[src/gpio_dir_and_level_pkg.sv]
package gpio_dir_and_level_pkg;

    // ------------------------------------------------------------
    // Bus and group geometry
    // ------------------------------------------------------------
    localparam int DATA_W = 32;
    localparam int MAX_PINS = 32;
    localparam int DEF_GROUPS = 2;
    localparam int DEF_ADDR_W = 8;
    localparam int GROUP_SHIFT = 7; // 0x80 bytes per group
    localparam int OFFS_W = GROUP_SHIFT;

    // ------------------------------------------------------------
    // Register offsets inside one group
    // ------------------------------------------------------------
    localparam logic [OFFS_W-1:0] OFS_DRIVE_ENABLE = 7'h00;
    localparam logic [OFFS_W-1:0] OFS_DRIVE_CLEAR = 7'h04;
    localparam logic [OFFS_W-1:0] OFS_DRIVE_SET = 7'h08;
    localparam logic [OFFS_W-1:0] OFS_DRIVE_TOGGLE = 7'h0c;
    localparam logic [OFFS_W-1:0] OFS_LEVEL_VALUE = 7'h10;
    localparam logic [OFFS_W-1:0] OFS_LEVEL_CLEAR = 7'h14;
    localparam logic [OFFS_W-1:0] OFS_LEVEL_SET = 7'h18;
    localparam logic [OFFS_W-1:0] OFS_LEVEL_TOGGLE = 7'h1c;

    // ------------------------------------------------------------
    // Reset values
    // ------------------------------------------------------------
    localparam logic [DATA_W-1:0] RST_DRIVE_ENABLE = 32'h00000000;
    localparam logic [DATA_W-1:0] RST_LEVEL_VALUE = 32'h00000000;
    localparam logic [DATA_W-1:0] READ_UNMAPPED = 32'h00000000;

    // ------------------------------------------------------------
    // Pad control carried to the pin drivers of one group
    // ------------------------------------------------------------
    typedef struct packed {
        logic [MAX_PINS-1:0] drive_en;
        logic [MAX_PINS-1:0] level;
        logic [MAX_PINS-1:0] pull_on;
        logic [MAX_PINS-1:0] pull_up;
    } pad_ctrl_t;

endpackage : gpio_dir_and_level_pkg

[src/gpio_dir_and_level_regs.sv]
// Overview of operation
// - A one written to drive-enable set makes that pin an output.
// - Zero bits written to any set, clear or toggle alias change nothing.
// - A one written to drive-enable toggle reverses that pin's direction.
// - Drive-enable and its three aliases read and write one shared storage.
// - Output level and its three aliases read and write one shared storage.
// - Groups of up to 32 pins, each register set 0x80 above the last.
// - An output pin is driven low for level zero, high for one.
// - A pulled input pulls down for level zero, up for one.
// - A one written to level clear clears that level bit.
// - Clearing the level of a pulled input selects pull-down.
// - One alias write updates many pins at once, others untouched.
// - Drive-enable zero makes a pin input, one makes it output.
// - A one written to drive-enable clear returns that pin to input.
// - A one written to level set sets that level bit.
// - A one written to level toggle inverts that level bit.
`timescale 1ns/1ns
`default_nettype none

module gpio_dir_and_level_regs #(
    parameter int NUM_GROUPS = gpio_dir_and_level_pkg::DEF_GROUPS,
    parameter int PINS_PER_GROUP = gpio_dir_and_level_pkg::MAX_PINS,
    parameter int ADDR_W = gpio_dir_and_level_pkg::DEF_ADDR_W
) (
    // Clock and reset
    input wire logic i_sys_clk,
    input wire logic i_rst_n,
    // Register port
    input wire logic [ADDR_W-1:0] i_addr,
    input wire logic [gpio_dir_and_level_pkg::DATA_W-1:0] i_wr_data,
    input wire logic i_wr_en,
    input wire logic i_rd_en,
    output logic [gpio_dir_and_level_pkg::DATA_W-1:0] o_rd_data,
    output logic o_wr_refused,
    // Write guard lock level
    input wire logic i_write_lock,
    // Pull resistor enables per group, from pin configuration
    input wire logic [PINS_PER_GROUP-1:0] i_pull_resistor_enable [NUM_GROUPS],
    // Pad control per group
    output gpio_dir_and_level_pkg::pad_ctrl_t o_pads [NUM_GROUPS]
);

    // ------------------------------------------------------------
    // Elaboration checks
    // ------------------------------------------------------------
    localparam int GRP_W = ADDR_W - gpio_dir_and_level_pkg::GROUP_SHIFT;

    if (PINS_PER_GROUP < 1 || PINS_PER_GROUP > gpio_dir_and_level_pkg::MAX_PINS) begin : g_bad_pins
        $error("PINS_PER_GROUP must be 1 to 32");
    end
    if (NUM_GROUPS < 1) begin : g_bad_groups
        $error("NUM_GROUPS must be at least 1");
    end
    if (GRP_W < 1 || (2 ** GRP_W) < NUM_GROUPS) begin : g_bad_addr
        $error("ADDR_W too narrow for NUM_GROUPS");
    end
    if (gpio_dir_and_level_pkg::DATA_W < PINS_PER_GROUP) begin : g_bad_data
        $error("Write data narrower than PINS_PER_GROUP");
    end

    // ------------------------------------------------------------
    // Shared address decode
    // ------------------------------------------------------------
    logic [gpio_dir_and_level_pkg::OFFS_W-1:0] offs;
    logic [GRP_W-1:0] grp_sel;
    logic wr_allowed;
    logic [PINS_PER_GROUP-1:0] wr_bits;
    logic [gpio_dir_and_level_pkg::DATA_W-1:0] grp_rd_word [NUM_GROUPS];
    logic [gpio_dir_and_level_pkg::DATA_W-1:0] next_rd_data;
    logic next_wr_refused;

    // Offset inside a group, group index above it
    assign offs = i_addr[gpio_dir_and_level_pkg::OFFS_W-1:0];
    assign grp_sel = i_addr[ADDR_W-1:gpio_dir_and_level_pkg::GROUP_SHIFT];
    assign wr_bits = i_wr_data[PINS_PER_GROUP-1:0];

    // ------------------------------------------------------------
    // Write qualification
    // ------------------------------------------------------------
    // lock gate
    assign wr_allowed = i_wr_en && !i_write_lock;

    // write dropped by the lock, reported a cycle later
    assign next_wr_refused = i_wr_en && i_write_lock;

    // ------------------------------------------------------------
    // Per-group storage and pad control
    // ------------------------------------------------------------
    // group stride
    for (genvar g = 0; g < NUM_GROUPS; g++) begin : g_group
        logic grp_hit;
        logic [PINS_PER_GROUP-1:0] drive_enable;
        logic [PINS_PER_GROUP-1:0] level_value;
        logic [PINS_PER_GROUP-1:0] next_drive_enable;
        logic [PINS_PER_GROUP-1:0] next_level_value;
        logic [PINS_PER_GROUP-1:0] pull_on;
        logic [PINS_PER_GROUP-1:0] pull_up;
        logic grp_wr;
        logic [PINS_PER_GROUP-1:0] pull_enable;
        logic [gpio_dir_and_level_pkg::MAX_PINS-1:0] drive_wide;
        logic [gpio_dir_and_level_pkg::MAX_PINS-1:0] level_wide;
        logic [gpio_dir_and_level_pkg::MAX_PINS-1:0] pull_on_wide;
        logic [gpio_dir_and_level_pkg::MAX_PINS-1:0] pull_up_wide;

        // --------------------------------------------------------
        // Group select
        // --------------------------------------------------------
        // Group selected by the upper address bits
        assign grp_hit = (grp_sel == GRP_W'(g));

        // Accepted write aimed at this group
        assign grp_wr = wr_allowed && grp_hit;

        // Pull enables of this group's pins
        assign pull_enable = i_pull_resistor_enable[g];

        // --------------------------------------------------------
        // Direction update from the plain register or its aliases
        // --------------------------------------------------------
        always_comb begin
            next_drive_enable = drive_enable;
            if (grp_wr) begin
                case (offs)
                    gpio_dir_and_level_pkg::OFS_DRIVE_ENABLE: begin
                        next_drive_enable = wr_bits;
                    end
                    gpio_dir_and_level_pkg::OFS_DRIVE_CLEAR: begin
                        next_drive_enable = drive_enable & ~wr_bits;
                    end
                    gpio_dir_and_level_pkg::OFS_DRIVE_SET: begin
                        next_drive_enable = drive_enable | wr_bits;
                    end
                    gpio_dir_and_level_pkg::OFS_DRIVE_TOGGLE: begin
                        next_drive_enable = drive_enable ^ wr_bits;
                    end
                    default: begin
                        next_drive_enable = drive_enable;
                    end
                endcase
            end
        end

        // --------------------------------------------------------
        // Level update from the plain register or its aliases
        // --------------------------------------------------------
        always_comb begin
            next_level_value = level_value;
            if (grp_wr) begin
                case (offs)
                    gpio_dir_and_level_pkg::OFS_LEVEL_VALUE: begin
                        next_level_value = wr_bits;
                    end
                    gpio_dir_and_level_pkg::OFS_LEVEL_CLEAR: begin
                        next_level_value = level_value & ~wr_bits;
                    end
                    gpio_dir_and_level_pkg::OFS_LEVEL_SET: begin
                        next_level_value = level_value | wr_bits;
                    end
                    gpio_dir_and_level_pkg::OFS_LEVEL_TOGGLE: begin
                        next_level_value = level_value ^ wr_bits;
                    end
                    default: begin
                        next_level_value = level_value;
                    end
                endcase
            end
        end

        // --------------------------------------------------------
        // Direction storage
        // --------------------------------------------------------
        // masked update
        always_ff @(posedge i_sys_clk) begin
            if (!i_rst_n) begin
                drive_enable <= gpio_dir_and_level_pkg::RST_DRIVE_ENABLE[PINS_PER_GROUP-1:0];
            end else begin
                drive_enable <= next_drive_enable;
            end
        end

        // --------------------------------------------------------
        // Level storage
        // --------------------------------------------------------
        always_ff @(posedge i_sys_clk) begin
            if (!i_rst_n) begin
                level_value <= gpio_dir_and_level_pkg::RST_LEVEL_VALUE[PINS_PER_GROUP-1:0];
            end else begin
                level_value <= next_level_value;
            end
        end

        // --------------------------------------------------------
        // Pull control, follows direction and level in the same cycle
        // --------------------------------------------------------
        always_ff @(posedge i_sys_clk) begin
            if (!i_rst_n) begin
                pull_on <= '0;
                pull_up <= '0;
            end else begin
                pull_on <= ~next_drive_enable & pull_enable;
                pull_up <= ~next_drive_enable & pull_enable & next_level_value;
            end
        end

        // --------------------------------------------------------
        // Pad outputs, unused upper pins held at zero
        // --------------------------------------------------------
        // direction to pad
        assign drive_wide = gpio_dir_and_level_pkg::MAX_PINS'(drive_enable);
        assign level_wide = gpio_dir_and_level_pkg::MAX_PINS'(level_value);
        // Pull fields widened the same way
        assign pull_on_wide = gpio_dir_and_level_pkg::MAX_PINS'(pull_on);
        assign pull_up_wide = gpio_dir_and_level_pkg::MAX_PINS'(pull_up);

        // Whole pad word in one assignment, one driver per group
        assign o_pads[g] = '{
            drive_en: drive_wide,
            level: level_wide,
            pull_on: pull_on_wide,
            pull_up: pull_up_wide
        };

        // --------------------------------------------------------
        // Read word of this group, zero when another group is addressed
        // --------------------------------------------------------
        always_comb begin
            grp_rd_word[g] = gpio_dir_and_level_pkg::READ_UNMAPPED;
            if (grp_hit) begin
                case (offs)
                    gpio_dir_and_level_pkg::OFS_DRIVE_ENABLE,
                    gpio_dir_and_level_pkg::OFS_DRIVE_CLEAR,
                    gpio_dir_and_level_pkg::OFS_DRIVE_SET,
                    gpio_dir_and_level_pkg::OFS_DRIVE_TOGGLE: begin
                        grp_rd_word[g] = gpio_dir_and_level_pkg::DATA_W'(drive_enable);
                    end
                    gpio_dir_and_level_pkg::OFS_LEVEL_VALUE,
                    gpio_dir_and_level_pkg::OFS_LEVEL_CLEAR,
                    gpio_dir_and_level_pkg::OFS_LEVEL_SET,
                    gpio_dir_and_level_pkg::OFS_LEVEL_TOGGLE: begin
                        grp_rd_word[g] = gpio_dir_and_level_pkg::DATA_W'(level_value);
                    end
                    default: begin
                        grp_rd_word[g] = gpio_dir_and_level_pkg::READ_UNMAPPED;
                    end
                endcase
            end
        end
    end

    // ------------------------------------------------------------
    // Read data and refused write flag
    // ------------------------------------------------------------
    // Merge of group read words, at most one is non-zero
    always_comb begin
        next_rd_data = gpio_dir_and_level_pkg::READ_UNMAPPED;
        if (i_rd_en) begin
            for (int k = 0; k < NUM_GROUPS; k++) begin
                next_rd_data = next_rd_data | grp_rd_word[k];
            end
        end
    end

    // Read data stands only in the cycle after the strobe
    always_ff @(posedge i_sys_clk) begin
        if (!i_rst_n) begin
            o_rd_data <= gpio_dir_and_level_pkg::READ_UNMAPPED;
        end else begin
            o_rd_data <= next_rd_data;
        end
    end

    // ------------------------------------------------------------
    // Refused write flag
    // ------------------------------------------------------------
    // One-cycle pulse for a write dropped by the lock
    always_ff @(posedge i_sys_clk) begin
        if (!i_rst_n) begin
            o_wr_refused <= 1'b0;
        end else begin
            o_wr_refused <= next_wr_refused;
        end
    end

endmodule : gpio_dir_and_level_regs

`default_nettype wire

[config.mk]
export PLATFORM = sky130hd
export DESIGN_NAME = gpio_dir_and_level_regs
export DESIGN_NICKNAME = d
export VERILOG_FILES = /design/src/gpio_dir_and_level_pkg.sv /design/src/gpio_dir_and_level_regs.sv
export SDC_FILE = /design/constraint.sdc
export NUM_CORES = 1
export LEC_CHECK = 0
export BUFFER_PORTS_ARGS = -buffer_cell sky130_fd_sc_hd__buf_2
export CAP_MARGIN = 20
export CORE_MARGIN = 2
export CORE_UTILIZATION = 59
export CTS_BUF_LIST = sky130_fd_sc_hd__clkbuf_16
export DETAILED_ROUTE_END_ITERATION = 7
export PLACE_DENSITY = 0.82
export SETUP_SLACK_MARGIN = 0.05
export SLEW_MARGIN = 20
export SYNTH_ARGS = -nofsm -noshare
export SYNTH_HDL_FRONTEND = slang
export SYNTH_SLANG_ARGS = --single-unit
[constraint.sdc]
create_clock -name i_sys_clk -period 4.4 [get_ports i_sys_clk]
set_input_delay 0.88 -clock i_sys_clk [delete_from_list [all_inputs] [get_ports i_sys_clk]]
set_output_delay 0.88 -clock i_sys_clk [all_outputs]
set_load 0.02 [all_outputs]
# After elaboration in Yosys (flattened, before gate mapping)
# Index checks and enable logic that the tools add are counted.
[totals] regBits=289 in_bits=109 output_inout_bits=289 elab_cells=59
[op_classes] n_eq_ne=7 mux=12 bitwise=21 n_reduce_logical=9
[ops] op="$pmux 32 s4" count=4
[ops] op="$and 32x32->32" count=8
[ops] op="$mux 32" count=6
[ops] op="$or 32x32->32" count=5
[ops] op="$pmux 32 s2" count=2
[ops] op="$xor 32x32->32" count=4
[ops] op="$not 32->32" count=3
[ops] op="$eq 7x5->1 const B" count=4
[ops] op="$eq 7x4->1 const B" count=2
[ops] op="$reduce_or 4->1" count=2
[ops] op="$eq 7x3->1 const B" count=1
[ops] op="$logic_not 7->1" count=1
[ops] op="$logic_and 1x1->1" count=4
[ops] op="$reduce_and 2->1" count=1
[ops] op="$logic_not 1->1" count=1
[ops] op="$not 1->1" count=1

# Logic depth before layout (Yosys ltp)
[logic_depth] ltp_word=7 depth_mapped=7

# Least setup slack after synthesis
# No wires, ideal clock.
[synth_path] path_kind="input-to-reg" start="input i_addr[1]" end="register g_group[0].pull_up[1]" setup_ns=0.061 arrival_ns=2.552 required_ns=4.339 path_slack_ns=1.787 cell_stages=6 cell_sequence="or4_4 buf_6 nor4_4 buf_6 mux2i_1 and4b_1"
[synth_via] elab_chain_len=6 elab_cells_between_ends=15 classes_between="eq/ne: 7; mux: 4; bitwise: 3; reduce/logical: 1"
[synth_lines] element="start, declared" line="gpio_dir_and_level_regs.sv:29" text="input wire logic [ADDR_W-1:0] i_addr,"
[synth_lines] element="$eq 7x4->1, or another cell as far along" line="gpio_dir_and_level_regs.sv:123" text="case (offs)"
[synth_lines] element="$pmux 32 s4" line="gpio_dir_and_level_regs.sv:123"
[synth_lines] element="$mux 32" line="gpio_dir_and_level_regs.sv:122" text="if (grp_wr) begin"
[synth_lines] element="$not 32->32" line="gpio_dir_and_level_regs.sv:201" text="pull_up <= ~next_drive_enable & pull_enable & next_level_value;"
[synth_lines] element="$and 32x32->32" line="gpio_dir_and_level_regs.sv:201"
[synth_lines] element="$and 32x32->32 *" line="gpio_dir_and_level_regs.sv:201"
[synth_lines] element="end signal, assigned" line="gpio_dir_and_level_regs.sv:201"
[synth_lines] element="end, declared" line="gpio_dir_and_level_regs.sv:97" text="logic [PINS_PER_GROUP-1:0] pull_up;"
# Every way passes the cells marked *; elsewhere a longest branch is shown, timed or not.
# A chain may end at the register's enable or synchronous reset.

# Worst setup path in the final report
[layout_path] start="input i_addr[1]" end="register g_group[0].pull_up[16]"
# Same word-level chain as after synthesis.

==> impl_results.rst <==
.. list-table::
   :header-rows: 1

   * - Metric
     - Value
   * - Reg2reg start
     - g_group[0].level_value[14]
   * - Count of boundary I/O pins
     - approximately 400
   * - Most area-hungry cell type in the Yosys netlist
     - sky130_fd_sc_hd__dfxtp_1
   * - Clock sinks
     - 289
   * - Main area contributors after synthesis
     - sky130_fd_sc_hd__dfxtp_1 (34%), sky130_fd_sc_hd__ha_1 (19%), sky130_fd_sc_hd__mux4_2 (14%), sky130_fd_sc_hd__inv_1 (6.0%), sky130_fd_sc_hd__mux2i_1 (4.0%)
   * - Dpl hpwl
     - 34,690 µm
   * - Achievable Freq
     - ~340 MHz
   * - Row count
     - a little over 60
   * - Data arrival time at the worst-slack endpoint
     - roughly 3.4 ns
   * - Vias in the first global route
     - approximately 15,000
   * - Type of the worst setup path
     - primary input to flop
   * - Endpoint class of the critical path
     - flop
   * - Relative max-transition margin
     - 0.2360
   * - Peak supply drop
     - 0.0002316 V
   * - Total of endpoints with negative setup slack in the final report
     - 0
   * - Count of unique library cells instantiated by Yosys
     - 34
   * - Vias per std cell
     - 6.067
   * - Setup TNS
     - 0 ns
   * - Worst Hold Depth
     - 2
   * - Design internal power
     - about 4.8 mW
   * - Syn Std Cell Area
     - roughly 17,000 µm²
   * - Sequential element share of the synthesized area
     - 0.3368
   * - Post-Syn Area per Cell
     - 10.11 µm²
   * - Worst r2r path cells
     - 6
   * - Layout overhead on the synthesized area
     - 20.04%
   * - Number of antenna violations at the first check in global routing
     - 4
   * - Die Ht
     - around 170 µm
   * - Switching power
     - about 1.6 mW
   * - Synthesis warning total
     - 0
   * - Number of max-cap violations
     - 0
   * - Port Buffers
     - roughly 400
   * - Hold Crit Start
     - g_group[1].drive_enable[31]
   * - Number of remaining DRC errors
     - 0
   * - Min-delay worst type
     - flop to flop
   * - Pin count of the biggest net entering global routing
     - 93
   * - Clock-pin slew on the worst setup and hold paths
     - 0.06 ns
   * - Final setup skew
     - 0.01045 ns
   * - Clock network power share
     - 0.466
   * - Aggregate global routing overflow
     - 0
   * - Fraction of power spent switching nets
     - 0.2459
   * - Final core utilization
     - 0.7184
   * - Worst reg2reg setup slack
     - 2.35 ns
   * - Total chip power
     - 6.314 mW
   * - Final weighted congestion of routability-driven global placement
     - about 0.85
   * - Setup repair after global routing missed its margin
     - no
   * - Proportion of layout cells with a drive suffix above 1
     - 0.2912
   * - Number of cells upsized or downsized after cts
     - 0
   * - Post-CTS Setup Repair Bufs
     - 0
   * - Clock tree root buffer cell
     - sky130_fd_sc_hd__clkbuf_16
   * - Yosys top cell area share
     - 0.3368
   * - Number of flip-flops and latches in the synthesized netlist
     - roughly 290
   * - Wire length of the first global-routing pass
     - about 80,000 µm
   * - Terminus of the critical flop-to-flop path
     - g_group[0].pull_up[14]
   * - Final ANT Viol Nets
     - 0
   * - Primary FF master, synth
     - sky130_fd_sc_hd__dfxtp_1
   * - Max FO, Critical Path
     - 25
   * - Critical-path top delay cell
     - sky130_fd_sc_hd__nand2_2
   * - Count of mapped cells out of synthesis
     - 1,699
   * - Global Route Usage Sum
     - 0.3299
   * - Post-layout min period
     - between 2 and 3 ns
   * - Count of hold buffers inserted by post-cts repair
     - 0
   * - Max Root-Sink Buffers
     - 3
   * - Sequential Power Share
     - 0.423
   * - FFs w/ async S/R, synth
     - 0
   * - Slew @ Worst Pin
     - roughly 1.1 ns
   * - Pwr per Cell Area
     - 306.2 nW/µm²
   * - Die extent in x
     - roughly 170 µm
   * - Number of failing hold endpoints at the final stage
     - 0
   * - Area enclosed by the die boundary
     - ~30,000 µm²
   * - Max-slew violation count
     - 0
   * - Clock tree from TritonCTS
     - done
   * - Run status
     - finished, final reports clean
   * - Initial cell density of the core
     - 0.5985
   * - 1st-iter DRT viols
     - ~1,300
   * - Final worst path period share
     - 0.6748
   * - Syn_nets
     - between 2,000 and 2,500
   * - Core area
     - 28,700 µm²
   * - Number of H-tree levels
     - 2
   * - Number of nets in the final layout
     - around 2,400
   * - Sequence of cells on the critical path
     - buf_2 -> nor4_2 -> nand2_2 -> mux2i_1 -> and4b_1
   * - Total clock buffers created by CTS
     - 34
   * - Via count
     - between 10,000 and 15,000
   * - Biggest cell delay along the critical path
     - approximately 0.87 ns
   * - Clk Latency, worst-skew pair
     - 0.51 ns
   * - Critical path data required time
     - 4.80 ns
   * - First-pass DRT Iterations
     - 6
   * - Critical path startpoint category
     - primary input
   * - Share of total power in combinational logic
     - 0.111
   * - Leakage Power
     - roughly 10 nW
   * - Average wire length per cell after detail routing
     - ~21 µm
   * - Hold worst-path end
     - g_group[1].drive_enable[31]
   * - Number of enable flip-flop cells after synthesis
     - 0
   * - Final WL
     - between 50,000 and 60,000 µm
## per-layer routing
layer  global-route usage  vias up  share of wire
met2               0.5655      798           0.49
met5                    0        -              0
met3              0.05548      179          0.081
met1               0.3974     7272           0.38
met4               0.1778        0          0.054
li1                     -     6627              -
## power groups by stage
stage | clock network [mW] | logic [mW] | registers [mW]
6_report | 2.94 | 0.700 | 2.67
3_3_place_gp | 0 | 0.655 | 2.73
5_1_grt | 3.07 | 0.759 | 2.67
3_5_place_dp | 0 | 0.689 | 2.73
4_1_cts | 2.95 | 0.694 | 2.67
2_1_floorplan | 0 | 0.417 | 2.77
## critical path: cells and delay by family
family | cells | cell delay, ns
buffers and inverters | 1 | 0.12
muxes | 1 | 0.52
and+or+nand+nor | 3 | 1.82
## layout by cell type, fill, tap and decap left out, types with 6 or more instances in the layout
cell	n
sky130_fd_sc_hd__o32ai_1	12
sky130_fd_sc_hd__buf_4	15
sky130_fd_sc_hd__clkinv_1	6
sky130_fd_sc_hd__a211oi_1	38
sky130_fd_sc_hd__mux2i_1	69
sky130_fd_sc_hd__clkbuf_16	37
sky130_fd_sc_hd__buf_2	394
sky130_fd_sc_hd__nor2b_1	40
sky130_fd_sc_hd__mux4_2	104
sky130_fd_sc_hd__nand2_1	30
sky130_fd_sc_hd__mux2_2	12
sky130_fd_sc_hd__nor2_1	120
sky130_fd_sc_hd__a21oi_1	108
sky130_fd_sc_hd__a211o_1	12
sky130_fd_sc_hd__ha_1	256
sky130_fd_sc_hd__a311oi_1	12
sky130_fd_sc_hd__dfxtp_1	289
sky130_fd_sc_hd__clkinv_2	9
sky130_fd_sc_hd__o22ai_1	32
sky130_fd_sc_hd__a22oi_1	64
sky130_fd_sc_hd__inv_1	275
sky130_fd_sc_hd__and3_1	68
sky130_fd_sc_hd__and4b_1	29
## cell type report
cell class	instances	area, µm²
fillers	2056	8082
repair buffers	417	2235
inverters	273	1027
diodes	4	10.01
multi-input cells	1024	9921
clock buffers	37	925.9
clock inverters	24	236.5
flip-flops and latches	289	5786
well taps	384	480.5
## sequential cells by signal, indices dropped and copies added, names as in the netlist
| name | flops |
|---|---|
| g_group.pull_on | 64 |
| g_group.pull_up | 64 |
| g_group.drive_enable | 64 |
| o_wr_refused | 1 |
| g_group.level_value | 64 |
| o_rd_data | 32 |
## worst max path at each step
stage                     startpoint                     endpoint  slack, ns  depth (start not counted)
after floorplan            i_addr[1]        g_group[0].pull_up[1]       1.79                          6
after global placement     i_addr[1]   g_group[1].drive_enable[1]       1.15                          6
after detailed placement   i_addr[1]   g_group[1].drive_enable[2]       0.98                          5
after CTS                  i_addr[1]  g_group[1].drive_enable[29]       1.43                          6
after global routing       i_addr[1]       g_group[0].pull_up[16]       1.37                          5
final                      i_addr[1]       g_group[0].pull_up[16]       1.43                          5
## Yosys cell counts, types with 32 or more instances
cell type	instances
sky130_fd_sc_hd__o22ai_1	32
sky130_fd_sc_hd__a22oi_1	64
sky130_fd_sc_hd__nor2b_1	40
sky130_fd_sc_hd__buf_2	37
sky130_fd_sc_hd__a21oi_1	108
sky130_fd_sc_hd__clkbuf_1	65
sky130_fd_sc_hd__mux4_2	104
sky130_fd_sc_hd__nor2_1	122
sky130_fd_sc_hd__and3_1	68
sky130_fd_sc_hd__mux2i_1	69
sky130_fd_sc_hd__a211oi_1	38
sky130_fd_sc_hd__inv_1	273
sky130_fd_sc_hd__dfxtp_1	289
sky130_fd_sc_hd__nand2_1	32
sky130_fd_sc_hd__ha_1	256
## through the flow
step,hold WS [ns],cells,instance area [µm²],worst slack [ns]
final,0.5477,2452,20620,1.431
after global routing,0.5912,2451,20620,1.372
after CTS,0.5369,2447,20580,1.426
after detailed placement,0.5290,2386,19420,0.9787
after global placement,0.5213,2386,19420,1.149
after floorplan,0.5718,1699,17180,1.787
## cells by family (layout without fill, tap and decap cells)
logic type                 count (synthesis)  count (layout)  synth area share
and+or+nand+nor                          305             305           0.09731
DFF                                      289             289            0.3368
muxes                                    185             185            0.1844
AOI/OAI and AO/OA                        278             278            0.1060
other                                      0               4                 0
adders and majority gates                256             256            0.1865
buffers and inverters                    386             751           0.08900
Power figures use the tool's default switching activity.
